### src/inc/burner_status_pkg.sv
/*
 * Shared constants of the burner extended status bank: register numbers,
 * packed status word layout, counter slots and values after reset.
 * Assumes register numbers are the holding-register numbers seen by the master.
 */
package burner_status_pkg;

    // Width of a holding-register number and of a register
    localparam int unsigned ADDR_W = 16;
    localparam int unsigned DATA_W = 16;

    // Holding-register numbers of the extended area
    localparam logic [15:0] RUNTIME_METER_BYTE0  = 16'h0004;
    localparam logic [15:0] RUNTIME_METER_BYTE1  = 16'h0005;
    localparam logic [15:0] RUNTIME_METER_BYTE2  = 16'h0006;
    localparam logic [15:0] RUNTIME_METER_BYTE3  = 16'h0007;
    localparam logic [15:0] START_COUNTER_BYTE0  = 16'h0008;
    localparam logic [15:0] START_COUNTER_BYTE1  = 16'h0009;
    localparam logic [15:0] START_COUNTER_BYTE2  = 16'h000A;
    localparam logic [15:0] START_COUNTER_BYTE3  = 16'h000B;
    localparam logic [15:0] VALVE2_CYCLES_BYTE0  = 16'h000C;
    localparam logic [15:0] VALVE2_CYCLES_BYTE1  = 16'h000D;
    localparam logic [15:0] VALVE2_CYCLES_BYTE2  = 16'h000E;
    localparam logic [15:0] VALVE2_CYCLES_BYTE3  = 16'h000F;
    localparam logic [15:0] VALVE2_RUNTIME_BYTE0 = 16'h0010;
    localparam logic [15:0] VALVE2_RUNTIME_BYTE1 = 16'h0011;
    localparam logic [15:0] VALVE2_RUNTIME_BYTE2 = 16'h0012;
    localparam logic [15:0] VALVE2_RUNTIME_BYTE3 = 16'h0013;
    localparam logic [15:0] FAULT_DETAIL_BYTE    = 16'h0014;
    localparam logic [15:0] PACKED_STATUS_WORD   = 16'h0015;

    // First and last register of the counter span
    localparam logic [15:0] COUNTER_FIRST = RUNTIME_METER_BYTE0;
    localparam logic [15:0] COUNTER_LAST  = VALVE2_RUNTIME_BYTE3;

    // Counter slots in the snapshot, in register order
    localparam logic [1:0] SLOT_RUNTIME   = 2'h0;
    localparam logic [1:0] SLOT_STARTS    = 2'h1;
    localparam logic [1:0] SLOT_V2_CYCLES = 2'h2;
    localparam logic [1:0] SLOT_V2_RUNTIME = 2'h3;
    localparam int unsigned NUM_COUNTERS = 4;
    localparam int unsigned COUNTER_W    = 32;

    // Bit positions in the packed status word
    localparam int unsigned ST_FLAME1       = 0;
    localparam int unsigned ST_FLAME2       = 1;
    localparam int unsigned ST_FLAME2_NC    = 2;
    localparam int unsigned ST_FLAME_RESULT = 3;
    localparam int unsigned ST_AIR_PRESSURE = 4;
    localparam int unsigned ST_TEMP_HW      = 5;
    localparam int unsigned ST_VALVE1       = 6;
    localparam int unsigned ST_VALVE2       = 7;
    localparam int unsigned ST_IGNITION     = 8;
    localparam int unsigned ST_MANUAL       = 9;
    localparam int unsigned ST_FAN          = 10;
    localparam int unsigned ST_UNUSED11     = 11;
    localparam int unsigned ST_TEMP_COMB    = 12;
    localparam int unsigned ST_UNUSED13     = 13;
    localparam int unsigned ST_UNUSED14     = 14;
    localparam int unsigned ST_FAULT        = 15;

    // Values after reset
    localparam logic [15:0] RDATA_RST   = 16'h0000;
    localparam logic [31:0] SNAP_RST    = 32'h0000_0000;
    localparam logic [7:0]  UPPER_ZERO  = 8'h00;

endpackage

### src/inc/snap_if.sv
/*
 * Carrier between the register bank and its counter snapshot store.
 * Assumes one clock domain; capture is a one-cycle strobe.
 */
`timescale 1ns/100ps
interface snap_if;
    logic                   capture;   // Take a new copy of all counters
    logic [3:0][31:0]       words;     // Frozen counter values

    modport ctrl  (output capture, input  words);
    modport store (input  capture, output words);
endinterface

### src/design/counter_snapshot.sv
/*
 * Holds a frozen copy of the four 32-bit counters, taken on one strobe.
 * Assumes the live counters are synchronous to clk_in.
 */
`timescale 1ns/100ps
module counter_snapshot #(
    parameter int unsigned NUM = 4
) (
    input  wire logic                  clk_in,
    input  wire logic                  rst_in,
    input  wire logic [NUM-1:0][31:0]  live_in,
    snap_if.store                      snap
);

    // One frozen word per counter, all loaded by the same strobe
    genvar gi;
    generate
        for (gi = 0; gi < NUM; gi++) begin : g_slot
            logic [31:0] word_r;   // Frozen copy
            // All slots share one edge, so bytes never mix epochs
            always_ff @(posedge clk_in or posedge rst_in) begin
                if (rst_in) begin
                    word_r <= burner_status_pkg::SNAP_RST;
                end else if (snap.capture) begin
                    word_r <= live_in[gi];
                end
            end
            assign snap.words[gi] = word_r;
        end
    endgenerate
endmodule

### src/design/burner_ext_status.sv
/*
 * Extended read-only status bank of a burner controller: four 32-bit
 * counters shown a byte per register, a fault detail byte and a packed
 * status word, served to the fieldbus register read path.
 * Assumes the protocol engine in front of it decodes holding-register
 * reads into one strobe per register and marks each new request frame.
 */
// Functional notes
// - Runtime seconds bytes in registers four to seven
// - Start count bytes in registers eight to eleven
// - Valve two cycle bytes in registers twelve-fifteen
// - Valve two runtime bytes in registers sixteen-nineteen
// - Fault detail byte register twenty, readable during fault
// - Upper byte of registers four-twenty reads zero
// - Status word bits zero-seven: flames, air, temperature pin, valves
// - Ignition, manual, fan, fault; unused bits zero
// - Bit twelve combines hardware and bus demand
// - Fault forces flame one bit to zero

`timescale 1ns/100ps
module burner_ext_status (
    input  wire logic        CLK_IN,                // 200 MHz system clock
    input  wire logic        SYS_RST_IN,            // Async reset, active high
    // Register access from the protocol engine
    input  wire logic        FRAME_START_IN,        // New request frame begins
    input  wire logic        REG_RD_IN,             // Read one register
    input  wire logic        REG_WR_IN,             // Write one register
    input  wire logic [15:0] REG_ADDR_IN,           // Register number
    input  wire logic [15:0] REG_WDATA_IN,          // Write data, discarded
    output      logic [15:0] REG_RDATA_OUT,         // Read data
    output      logic        REG_RVALID_OUT,        // Read answer pulse
    output      logic        REG_ERR_OUT,           // Refused access pulse
    // Live counters from the sequencer
    input  wire logic [31:0] RUNTIME_SEC_IN,        // Burner runtime in s
    input  wire logic [31:0] START_COUNT_IN,        // Burner starts
    input  wire logic [31:0] VALVE2_CYCLES_IN,      // Second valve switchings
    input  wire logic [31:0] VALVE2_RUNTIME_SEC_IN, // Second valve runtime in s
    input  wire logic [7:0]  FAULT_DETAIL_IN,       // First extra fault byte
    // Live status levels
    input  wire logic        FLAME1_IN,             // Flame one seen
    input  wire logic        FLAME2_IN,             // Flame two seen
    input  wire logic        FLAME2_NC_IN,          // Flame two NC signal
    input  wire logic        FLAME_RESULT_IN,       // Resulting flame
    input  wire logic        AIR_PRESSURE_OK_IN,    // Air pressure sufficient
    input  wire logic        TEMP_CTRL_HW_IN,       // Temperature input pin
    input  wire logic        FIRST_GAS_VALVE_IN,    // First valve open
    input  wire logic        SECOND_GAS_VALVE_IN,   // Second valve open
    input  wire logic        IGNITION_IN,           // Ignition active
    input  wire logic        MANUAL_OP_IN,          // Manual operation
    input  wire logic        FAN_RELAY_IN,          // Fan relay energised
    input  wire logic        FAULT_IN,              // Controller in fault
    input  wire logic        BUS_TEMP_REQ_IN        // Demand written by master
);

    // Snapshot carrier
    snap_if snap ();

    // Live counters gathered in slot order
    logic [3:0][31:0] live_w;                 // Counter vector for the store
    assign live_w[burner_status_pkg::SLOT_RUNTIME]    = RUNTIME_SEC_IN;
    assign live_w[burner_status_pkg::SLOT_STARTS]     = START_COUNT_IN;
    assign live_w[burner_status_pkg::SLOT_V2_CYCLES]  = VALVE2_CYCLES_IN;
    assign live_w[burner_status_pkg::SLOT_V2_RUNTIME] = VALVE2_RUNTIME_SEC_IN;

    // Freeze on frame start: a multi-register read sees one epoch
    assign snap.capture = FRAME_START_IN;

    counter_snapshot #(
        .NUM     (burner_status_pkg::NUM_COUNTERS)
    ) u_snap (
        .clk_in  (CLK_IN),
        .rst_in  (SYS_RST_IN),
        .live_in (live_w),
        .snap    (snap.store)
    );

    // Combined temperature demand; either source can ask for heat
    logic temp_comb_w;                        // Evaluated demand
    assign temp_comb_w = TEMP_CTRL_HW_IN | BUS_TEMP_REQ_IN;

    // Flame one is masked while in fault, the rest stays live
    logic flame1_shown_w;                     // Flame one as reported
    assign flame1_shown_w = FLAME1_IN & ~FAULT_IN;

    // Packed status word
    logic [15:0] status_w;                    // Register twenty-one image
    assign status_w[burner_status_pkg::ST_FLAME1]       = flame1_shown_w;
    assign status_w[burner_status_pkg::ST_FLAME2]       = FLAME2_IN;
    assign status_w[burner_status_pkg::ST_FLAME2_NC]    = FLAME2_NC_IN;
    assign status_w[burner_status_pkg::ST_FLAME_RESULT] = FLAME_RESULT_IN;
    assign status_w[burner_status_pkg::ST_AIR_PRESSURE] = AIR_PRESSURE_OK_IN;
    assign status_w[burner_status_pkg::ST_TEMP_HW]      = TEMP_CTRL_HW_IN;
    assign status_w[burner_status_pkg::ST_VALVE1]       = FIRST_GAS_VALVE_IN;
    assign status_w[burner_status_pkg::ST_VALVE2]       = SECOND_GAS_VALVE_IN;
    assign status_w[burner_status_pkg::ST_IGNITION]     = IGNITION_IN;
    assign status_w[burner_status_pkg::ST_MANUAL]       = MANUAL_OP_IN;
    assign status_w[burner_status_pkg::ST_FAN]          = FAN_RELAY_IN;
    assign status_w[burner_status_pkg::ST_UNUSED11]     = 1'b0;
    assign status_w[burner_status_pkg::ST_TEMP_COMB]    = temp_comb_w;
    assign status_w[burner_status_pkg::ST_UNUSED13]     = 1'b0;
    assign status_w[burner_status_pkg::ST_UNUSED14]     = 1'b0;
    assign status_w[burner_status_pkg::ST_FAULT]        = FAULT_IN;

    // Address decode
    logic [15:0] rel_w;                       // Offset into counter span
    logic [1:0]  slot_w;                      // Which counter
    logic [1:0]  lane_w;                      // Which byte, zero is least
    logic        hit_cnt_w;                   // Counter register hit
    logic        hit_detail_w;                // Fault detail register hit
    logic        hit_status_w;                // Packed status register hit
    logic        mapped_w;                    // Any register of this bank
    assign rel_w        = REG_ADDR_IN - burner_status_pkg::COUNTER_FIRST;
    assign slot_w       = rel_w[3:2];
    assign lane_w       = rel_w[1:0];
    assign hit_cnt_w    = (REG_ADDR_IN >= burner_status_pkg::COUNTER_FIRST) &&
                          (REG_ADDR_IN <= burner_status_pkg::COUNTER_LAST);
    assign hit_detail_w = REG_ADDR_IN == burner_status_pkg::FAULT_DETAIL_BYTE;
    assign hit_status_w = REG_ADDR_IN == burner_status_pkg::PACKED_STATUS_WORD;
    assign mapped_w     = hit_cnt_w | hit_detail_w | hit_status_w;

    // Byte picked from the frozen copy, least significant byte first
    logic [31:0] slot_word_w;                 // Selected frozen counter
    logic [7:0]  cnt_byte_w;                  // Selected byte of it
    assign slot_word_w = snap.words[slot_w];
    assign cnt_byte_w  = slot_word_w[{lane_w, 3'h0} +: 8];

    // Read mux; upper byte is zero everywhere but the packed word
    logic [15:0] rd_word_w;                   // Data for the addressed register
    assign rd_word_w = hit_cnt_w    ? {burner_status_pkg::UPPER_ZERO, cnt_byte_w} :
                       hit_detail_w ? {burner_status_pkg::UPPER_ZERO, FAULT_DETAIL_IN} :
                       hit_status_w ? status_w :
                                      burner_status_pkg::RDATA_RST;

    // Answer next values; a write without a read is refused, nothing is stored
    logic [15:0] rdata_nxt;                   // Next read data
    logic        rvalid_nxt;                  // Next answer pulse
    logic        err_nxt;                     // Next refusal pulse
    assign rdata_nxt  = (REG_RD_IN && mapped_w) ? rd_word_w : burner_status_pkg::RDATA_RST;
    assign rvalid_nxt = REG_RD_IN;
    assign err_nxt    = (REG_RD_IN && !mapped_w) || (REG_WR_IN && !REG_RD_IN);

    // Answer registers; the write data port reaches no storage at all
    logic [15:0] rdata_r;                     // Read data flop
    logic        rvalid_r;                    // Answer pulse flop
    logic        err_r;                       // Refusal pulse flop
    always_ff @(posedge CLK_IN or posedge SYS_RST_IN) begin
        if (SYS_RST_IN) begin
            rdata_r  <= burner_status_pkg::RDATA_RST;
            rvalid_r <= 1'b0;
            err_r    <= 1'b0;
        end else begin
            rdata_r  <= rdata_nxt;
            rvalid_r <= rvalid_nxt;
            err_r    <= err_nxt;
        end
    end

    assign REG_RDATA_OUT  = rdata_r;
    assign REG_RVALID_OUT = rvalid_r;
    assign REG_ERR_OUT    = err_r;
endmodule

### config.mk
export PLATFORM = sky130hd
export DESIGN_NAME = burner_ext_status
export DESIGN_NICKNAME = d
export VERILOG_FILES = /design/src/inc/burner_status_pkg.sv /design/src/inc/snap_if.sv /design/src/design/counter_snapshot.sv /design/src/design/burner_ext_status.sv
export SDC_FILE = /design/constraint.sdc
export NUM_CORES = 1
export LEC_CHECK = 0
export BUFFER_PORTS_ARGS = -buffer_cell sky130_fd_sc_hd__buf_4
export CAP_MARGIN = 20
export CORE_UTILIZATION = 52
export CTS_CLUSTER_SIZE = 20
export DETAILED_ROUTE_END_ITERATION = 6
export GPL_TIMING_DRIVEN = 0
export PLACE_DENSITY_LB_ADDON = 0.2
export SKIP_LAST_GASP = 1
export SYNTH_ARGS = -nofsm -noshare
export SYNTH_HDL_FRONTEND = slang
export SYNTH_HIERARCHICAL = 1
export SYNTH_SLANG_ARGS = --single-unit
### constraint.sdc
create_clock -name CLK_IN -period 4.5 [get_ports CLK_IN]
set_input_delay 0.45 -clock CLK_IN [delete_from_list [all_inputs] [get_ports CLK_IN]]
set_output_delay 0.45 -clock CLK_IN [all_outputs]
set_load 0.01 [all_outputs]
# ---- Word level (Yosys, flattened, before mapping)
# Index checks and enable logic that the tools add are counted.
dict set report totals {
  reg_bits 146
  input_bits 186
  out_inout_bits 18
  word_cells 32
}
dict set report op_classes {
  n_addsub 1
  magnitude_cmp 3
  eq_ne 2
  n_shift 1
  mux 6
  bitwise_logic 5
  reduce_logical 7
}
# cell n
set ops {}
lappend ops {{32-bit binary-select mux with 2-bit select} 1}
lappend ops {{16-bit two-way mux} 4}
lappend ops {{16-bit by 5-bit equality test with 1-bit output, second input constant} 2}
lappend ops {{32-bit two-way mux} 1}
lappend ops {{32-bit by 6-bit indexed part select with 8-bit output} 1}
lappend ops {{16-bit by 3-bit greater-or-equal comparator with 1-bit output, second input constant} 1}
lappend ops {{16-bit by 5-bit less-or-equal comparator with 1-bit output, second input constant} 1}
lappend ops {{1-bit logical AND} 4}
lappend ops {{4-bit by 3-bit subtractor with 4-bit output, second input constant} 1}
lappend ops {{2-bit by 3-bit less-than comparator with 1-bit output, second input constant} 1}
lappend ops {{1-bit bitwise OR} 3}
lappend ops {{1-bit logical NOT} 2}
lappend ops {{1-bit bitwise AND} 1}
lappend ops {{1-bit logical OR} 1}
lappend ops {{1-bit NOT} 1}

# ---- Logic depth before layout (Yosys ltp)
dict set report logic_depth {
  word_depth 7
  mapped_depth 9
  mapped_depth_nobuf 6
}

# ---- Cells and area by module
# The synthesis kept the hierarchy.
# module instances cells_each area_per_inst_um2 seq_area_each_um2
set modules_own_cells {}
lappend modules_own_cells {counter_snapshot 1 271 4825.9 3203.1}
lappend modules_own_cells {burner_ext_status 1 158 1905.6 375.4}

# ---- Least setup slack after synthesis
# OpenSTA, ideal clock, no wires.
dict set report synth_path {
  path_kind {input to register}
  from {input port REG_ADDR_IN[2]}
  to {register rdata_r[7], in the netlist REG_RDATA_OUT[7]}
  setup_ps 122
  arrival_ps 2269
  required_ps 4378
  path_slack_ps 2109
  stages 7
  n_path_buf 2
  cell_sequence {buf_2 inv_2 ha_1 buf_2 mux4_2 mux4_2 o2111a_1}
}
dict set report synth_via {
  elab_chain_cells 6
  elab_cells_between_ends 16
  cone_classes {add/sub: 1; order compare: 2; eq/ne: 2; shift: 1; mux: 6; bitwise: 2; reduce/logical: 2}
}
# item line_no
set synth_lines {}
lappend synth_lines {{start, declared} burner_ext_status.sv:28} ;# input wire logic [15:0] REG_ADDR_IN,
lappend synth_lines {{4-bit by 3-bit subtractor with 4-bit output (tied with other cells)} burner_ext_status.sv:112} ;# assign rel_w = REG_ADDR_IN - burner_status_pkg::COUNTER_FIRST;
lappend synth_lines {{32-bit binary-select mux with 2-bit select or 1-bit logical AND (tied branches)} {burner_ext_status.sv:124, burner_ext_status.sv:115}}
lappend synth_lines {{32-bit two-way mux (implied by the code) or 1-bit bitwise OR (tied branches)} {burner_ext_status.sv:124, burner_ext_status.sv:119}}
lappend synth_lines {{32-bit by 6-bit indexed part select with 8-bit output or 1-bit bitwise OR (tied branches)} {burner_ext_status.sv:125, burner_ext_status.sv:119}}
lappend synth_lines {{16-bit two-way mux or 1-bit logical AND (tied branches)} {burner_ext_status.sv:129, burner_ext_status.sv:138}}
lappend synth_lines {{16-bit two-way mux (*)} burner_ext_status.sv:138} ;# assign rdata_nxt = (REG_RD_IN && mapped_w) ? rd_word_w : burner_status_pkg::RDATA_RST;
lappend synth_lines {{named net rdata_nxt[7]} burner_ext_status.sv:135} ;# logic [15:0] rdata_nxt;
lappend synth_lines {{end signal, assigned} burner_ext_status.sv:148} ;# rdata_r <= burner_status_pkg::RDATA_RST;
lappend synth_lines {{end signal, assigned} burner_ext_status.sv:152} ;# rdata_r <= rdata_nxt;
lappend synth_lines {{end, declared} burner_ext_status.sv:143} ;# logic [15:0] rdata_r;
# Mark *: on every way through the listed nets, which the timed path passes. The rest lies on a longest branch. The select of a mux whose other input is x is not followed.
# A chain may end at the register's enable or synchronous reset.

# ---- Final worst setup path
dict set report layout_path {
  from {input port REG_ADDR_IN[2]}
  to {register rdata_r[3], in the netlist REG_RDATA_OUT[3]}
}
# Same word-level chain as after synthesis.

==> out/results.ini <==
[status]
status = complete, no violations

[detailed_routing]
drc = 0
drt_iter0_markers = 275
vias_per_cell = 5.55
vias = 4526
drt-pass1-iter-count = 4
finalWirelength_um = 17200
wire_per_inst_um = 21.1
ant_nets = 0

[placed_design]
dpl_cell_area_um2 = 8350
gp_congestion = 0.828
port_buffers = 181
place_hpwl_um = 12900

[flow_run]
maxCapViolations = 0

[sta]
worst_slew_pin_slew_ns = 0.737
hold_viol = 0
rsz0062_at_grt = false
relSlewSlack = 0.504
finClkSkew_ns = 0.00572
slew_viol_final = 0
min_period_over_period = 0.635
layout_min_cycle_time_ns = 2.86
setup_viol = 0
fmax_ghz = 0.350

[synth]
synth_xor_area_frac = 0.00130
ys.warnings.count = 6
synth_area_leaders = dfrtp_1 53%, mux2_2 22%, mux4_2 5.7%, mux2i_1 3.4%, mux4_1 3.1%
synth_fa_ha_area_frac = 0.00372
async_flop_share = 1.00
synth_flop_cell = dfrtp_1
synthMuxAreaShare = 0.340
syn-cell-area_um2 = 6730
syn_avg_cell_area_um2 = 15.7
ys_ff_latch = 143
synth_common_cells = 143 x dfrtp_1, 130 x mux2_2, 23 x mux2i_1
synth_cells = 429
yosys.area_share.simple = 0.0370
yosys.cell_types.count = 49
synth_top_area_share = 0.532
synth_compound_area_frac = 0.0416
synth_edf_count = 0
yosysMostFrequentCell = dfrtp_1
yosys.area.top_type = dfrtp_1
synth_top_family_by_area = multiplexers
seq_area_frac_synth = 0.532

[cells_and_area]
design_area_um2 = 8920
drive_gt1_frac = 0.606
nets = 820
n_antenna_cell = 0
finish.utilization = 0.707
final.fill_count = 904
area_delta_synth_final_pct = 32.5

[floorplan]
die_y_um = 116
die_area_um2 = 13400
row_count = 41
core_area_um2 = 12600
die_x_um = 116
io_pins = 204
initial_core_util = 0.533

[critical_path]
crit_end = REG_RDATA_OUT[3]$_DFF_PP0_
cp.arrival_ns = 3.17
startpoint = REG_ADDR_IN[2]
reg2reg_depth = 3
critical_path.reg2reg.startpoint = u_snap/g_slot[1].word_r[31]$_DFFE_PP0P_
worst-path-max-fanout = 10
rrSetupSlack_ns = 2.70
end_kind = register
start_kind = input pin
critPathRequiredTime_ns = 4.81
critPathKind = input pin to register
r2r-end = REG_RDATA_OUT[7]$_DFF_PP0_

[clocking]
root_buffer = clkbuf_16
clock-sinks = 143
clk_pin_slew_ns = 0.06
htreeDepth = 4
hold_buffers = 0
post_cts_buffers = 0
insertion_delay_ns = 0.42
cts_resized = 0
cts_tree = done
cts_buffers = 17
cts_buffer_depth = 2

[global_route]
grt_pass1_wl_um = 26200
grt_pass1_vias = 4845
grtUsageTotal = 0.275
grt_overflow = 0
grt_max_degree = 66
antenna_found_initial = 0

[power_and_ir_drop]
cellLeakagePower_uw = 0.00408
vdd_ir_drop_max_v = 0.000294
p_per_area_nw_per_um2 = 375

[worst_hold_path]
hold_class = input pin to asynchronous set/reset pin

==> cell usage in the layout (no fill, tap or decap), types with 6 or more instances in the layout <==
master and instances:
buf_4 184, dfrtp_1 143, mux2_2 130, mux2i_1 23, mux4_2 17, clkbuf_16 17, clkbuf_8 14, mux4_1 8
nand2b_1 8, buf_6 7, a32oi_1 7, buf_2 6, clkbuf_1 6
==> layout make-up <==
cell class,instances,area (µm²),area share
Buffer,29,277,0.0310
Clock buffer,26,519,0.0582
Clock inverter,5,52.6,0.00589
Inverter,6,27.5,0.00309
Multi-Input combinational cell,253,2860,0.321
Sequential cell,143,3580,0.401
Tap cell,172,215,0.0241
Timing Repair Buffer,182,1390,0.155
==> flip-flops by register name, summed over array words and instances (netlist names) <==
register / flops
REG_ERR_OUT: 1
REG_RDATA_OUT: 13
u_snap/g_slot.word_r: 128
REG_RVALID_OUT: 1
==> where the power goes <==
part	internal (µW)	leakage [µW]	switching, µW
logic	314	0.00210	208
clock network	842	0.000282	515
registers	1400	0.00170	58.2
total	2560	0.00408	782
==> worst min-delay path by stage <==
| stage | start | endpoint | cells past startpoint |
|---|---|---|---|
| CTS | SYS_RST_IN | REG_RDATA_OUT[9]$_DFF_PP0_ | 2 |
| detailed placement | u_snap/g_slot[3].word_r[28]$_DFFE_PP0P_ | u_snap/g_slot[3].word_r[28]$_DFFE_PP0P_ | 1 |
| global route | SYS_RST_IN | REG_RDATA_OUT[9]$_DFF_PP0_ | 2 |
| floorplan | SYS_RST_IN | REG_ERR_OUT$_DFF_PP0_ | 1 |
| finish | SYS_RST_IN | u_snap/g_slot[2].word_r[17]$_DFFE_PP0P_ | 2 |
| global placement | u_snap/g_slot[3].word_r[15]$_DFFE_PP0P_ | u_snap/g_slot[3].word_r[15]$_DFFE_PP0P_ | 1 |
==> through the flow <==
step / instances / setup WS [ns] / total power (µW) / setup TNS (ns) / hold WS (ns)
detailed placement: 785 / 1.19 / 2010 / 0 / 0.489
global route: 816 / 1.52 / 3460 / 0 / 0.160
floorplan: 431 / 0.637 / 1780 / 0 / 0.351
CTS: 816 / 1.62 / 3360 / 0 / 0.116
finish: 816 / 1.64 / 3340 / 0 / 0.109
global placement: 784 / -0.639 / 1980 / -80.64 / 0.481
==> per-layer routing <==
layer | vias up | global-route usage | share of wire
li1 | 2024 | - | -
met1 | 2294 | 0.326 | 0.38
met2 | 182 | 0.473 | 0.51
met3 | 26 | 0.0868 | 0.086
met4 | 0 | 0.0966 | 0.018
met5 | - | 0 | 0
==> cells by family after synthesis <==
family / Yosys count
and+or+nand+nor: 35
adders and majority gates: 2
muxes: 178
xor gates and xnor gates: 1
AOI/OAI and AO/OA: 34
DFF: 143
other: 1
buffers and inverters: 35
==> worst max-delay path, stage by stage <==
cell and delay [ns]:
buf_4 0.12, buf_2 0.29, inv_2 0.19, ha_1 0.41, buf_2 0.31, buf_2 0.39
mux2i_1 0.14, a221oi_1 0.38, a32oi_1 0.14, a211oi_1 0.33
Note: power is estimated with default switching activity, not from simulation.
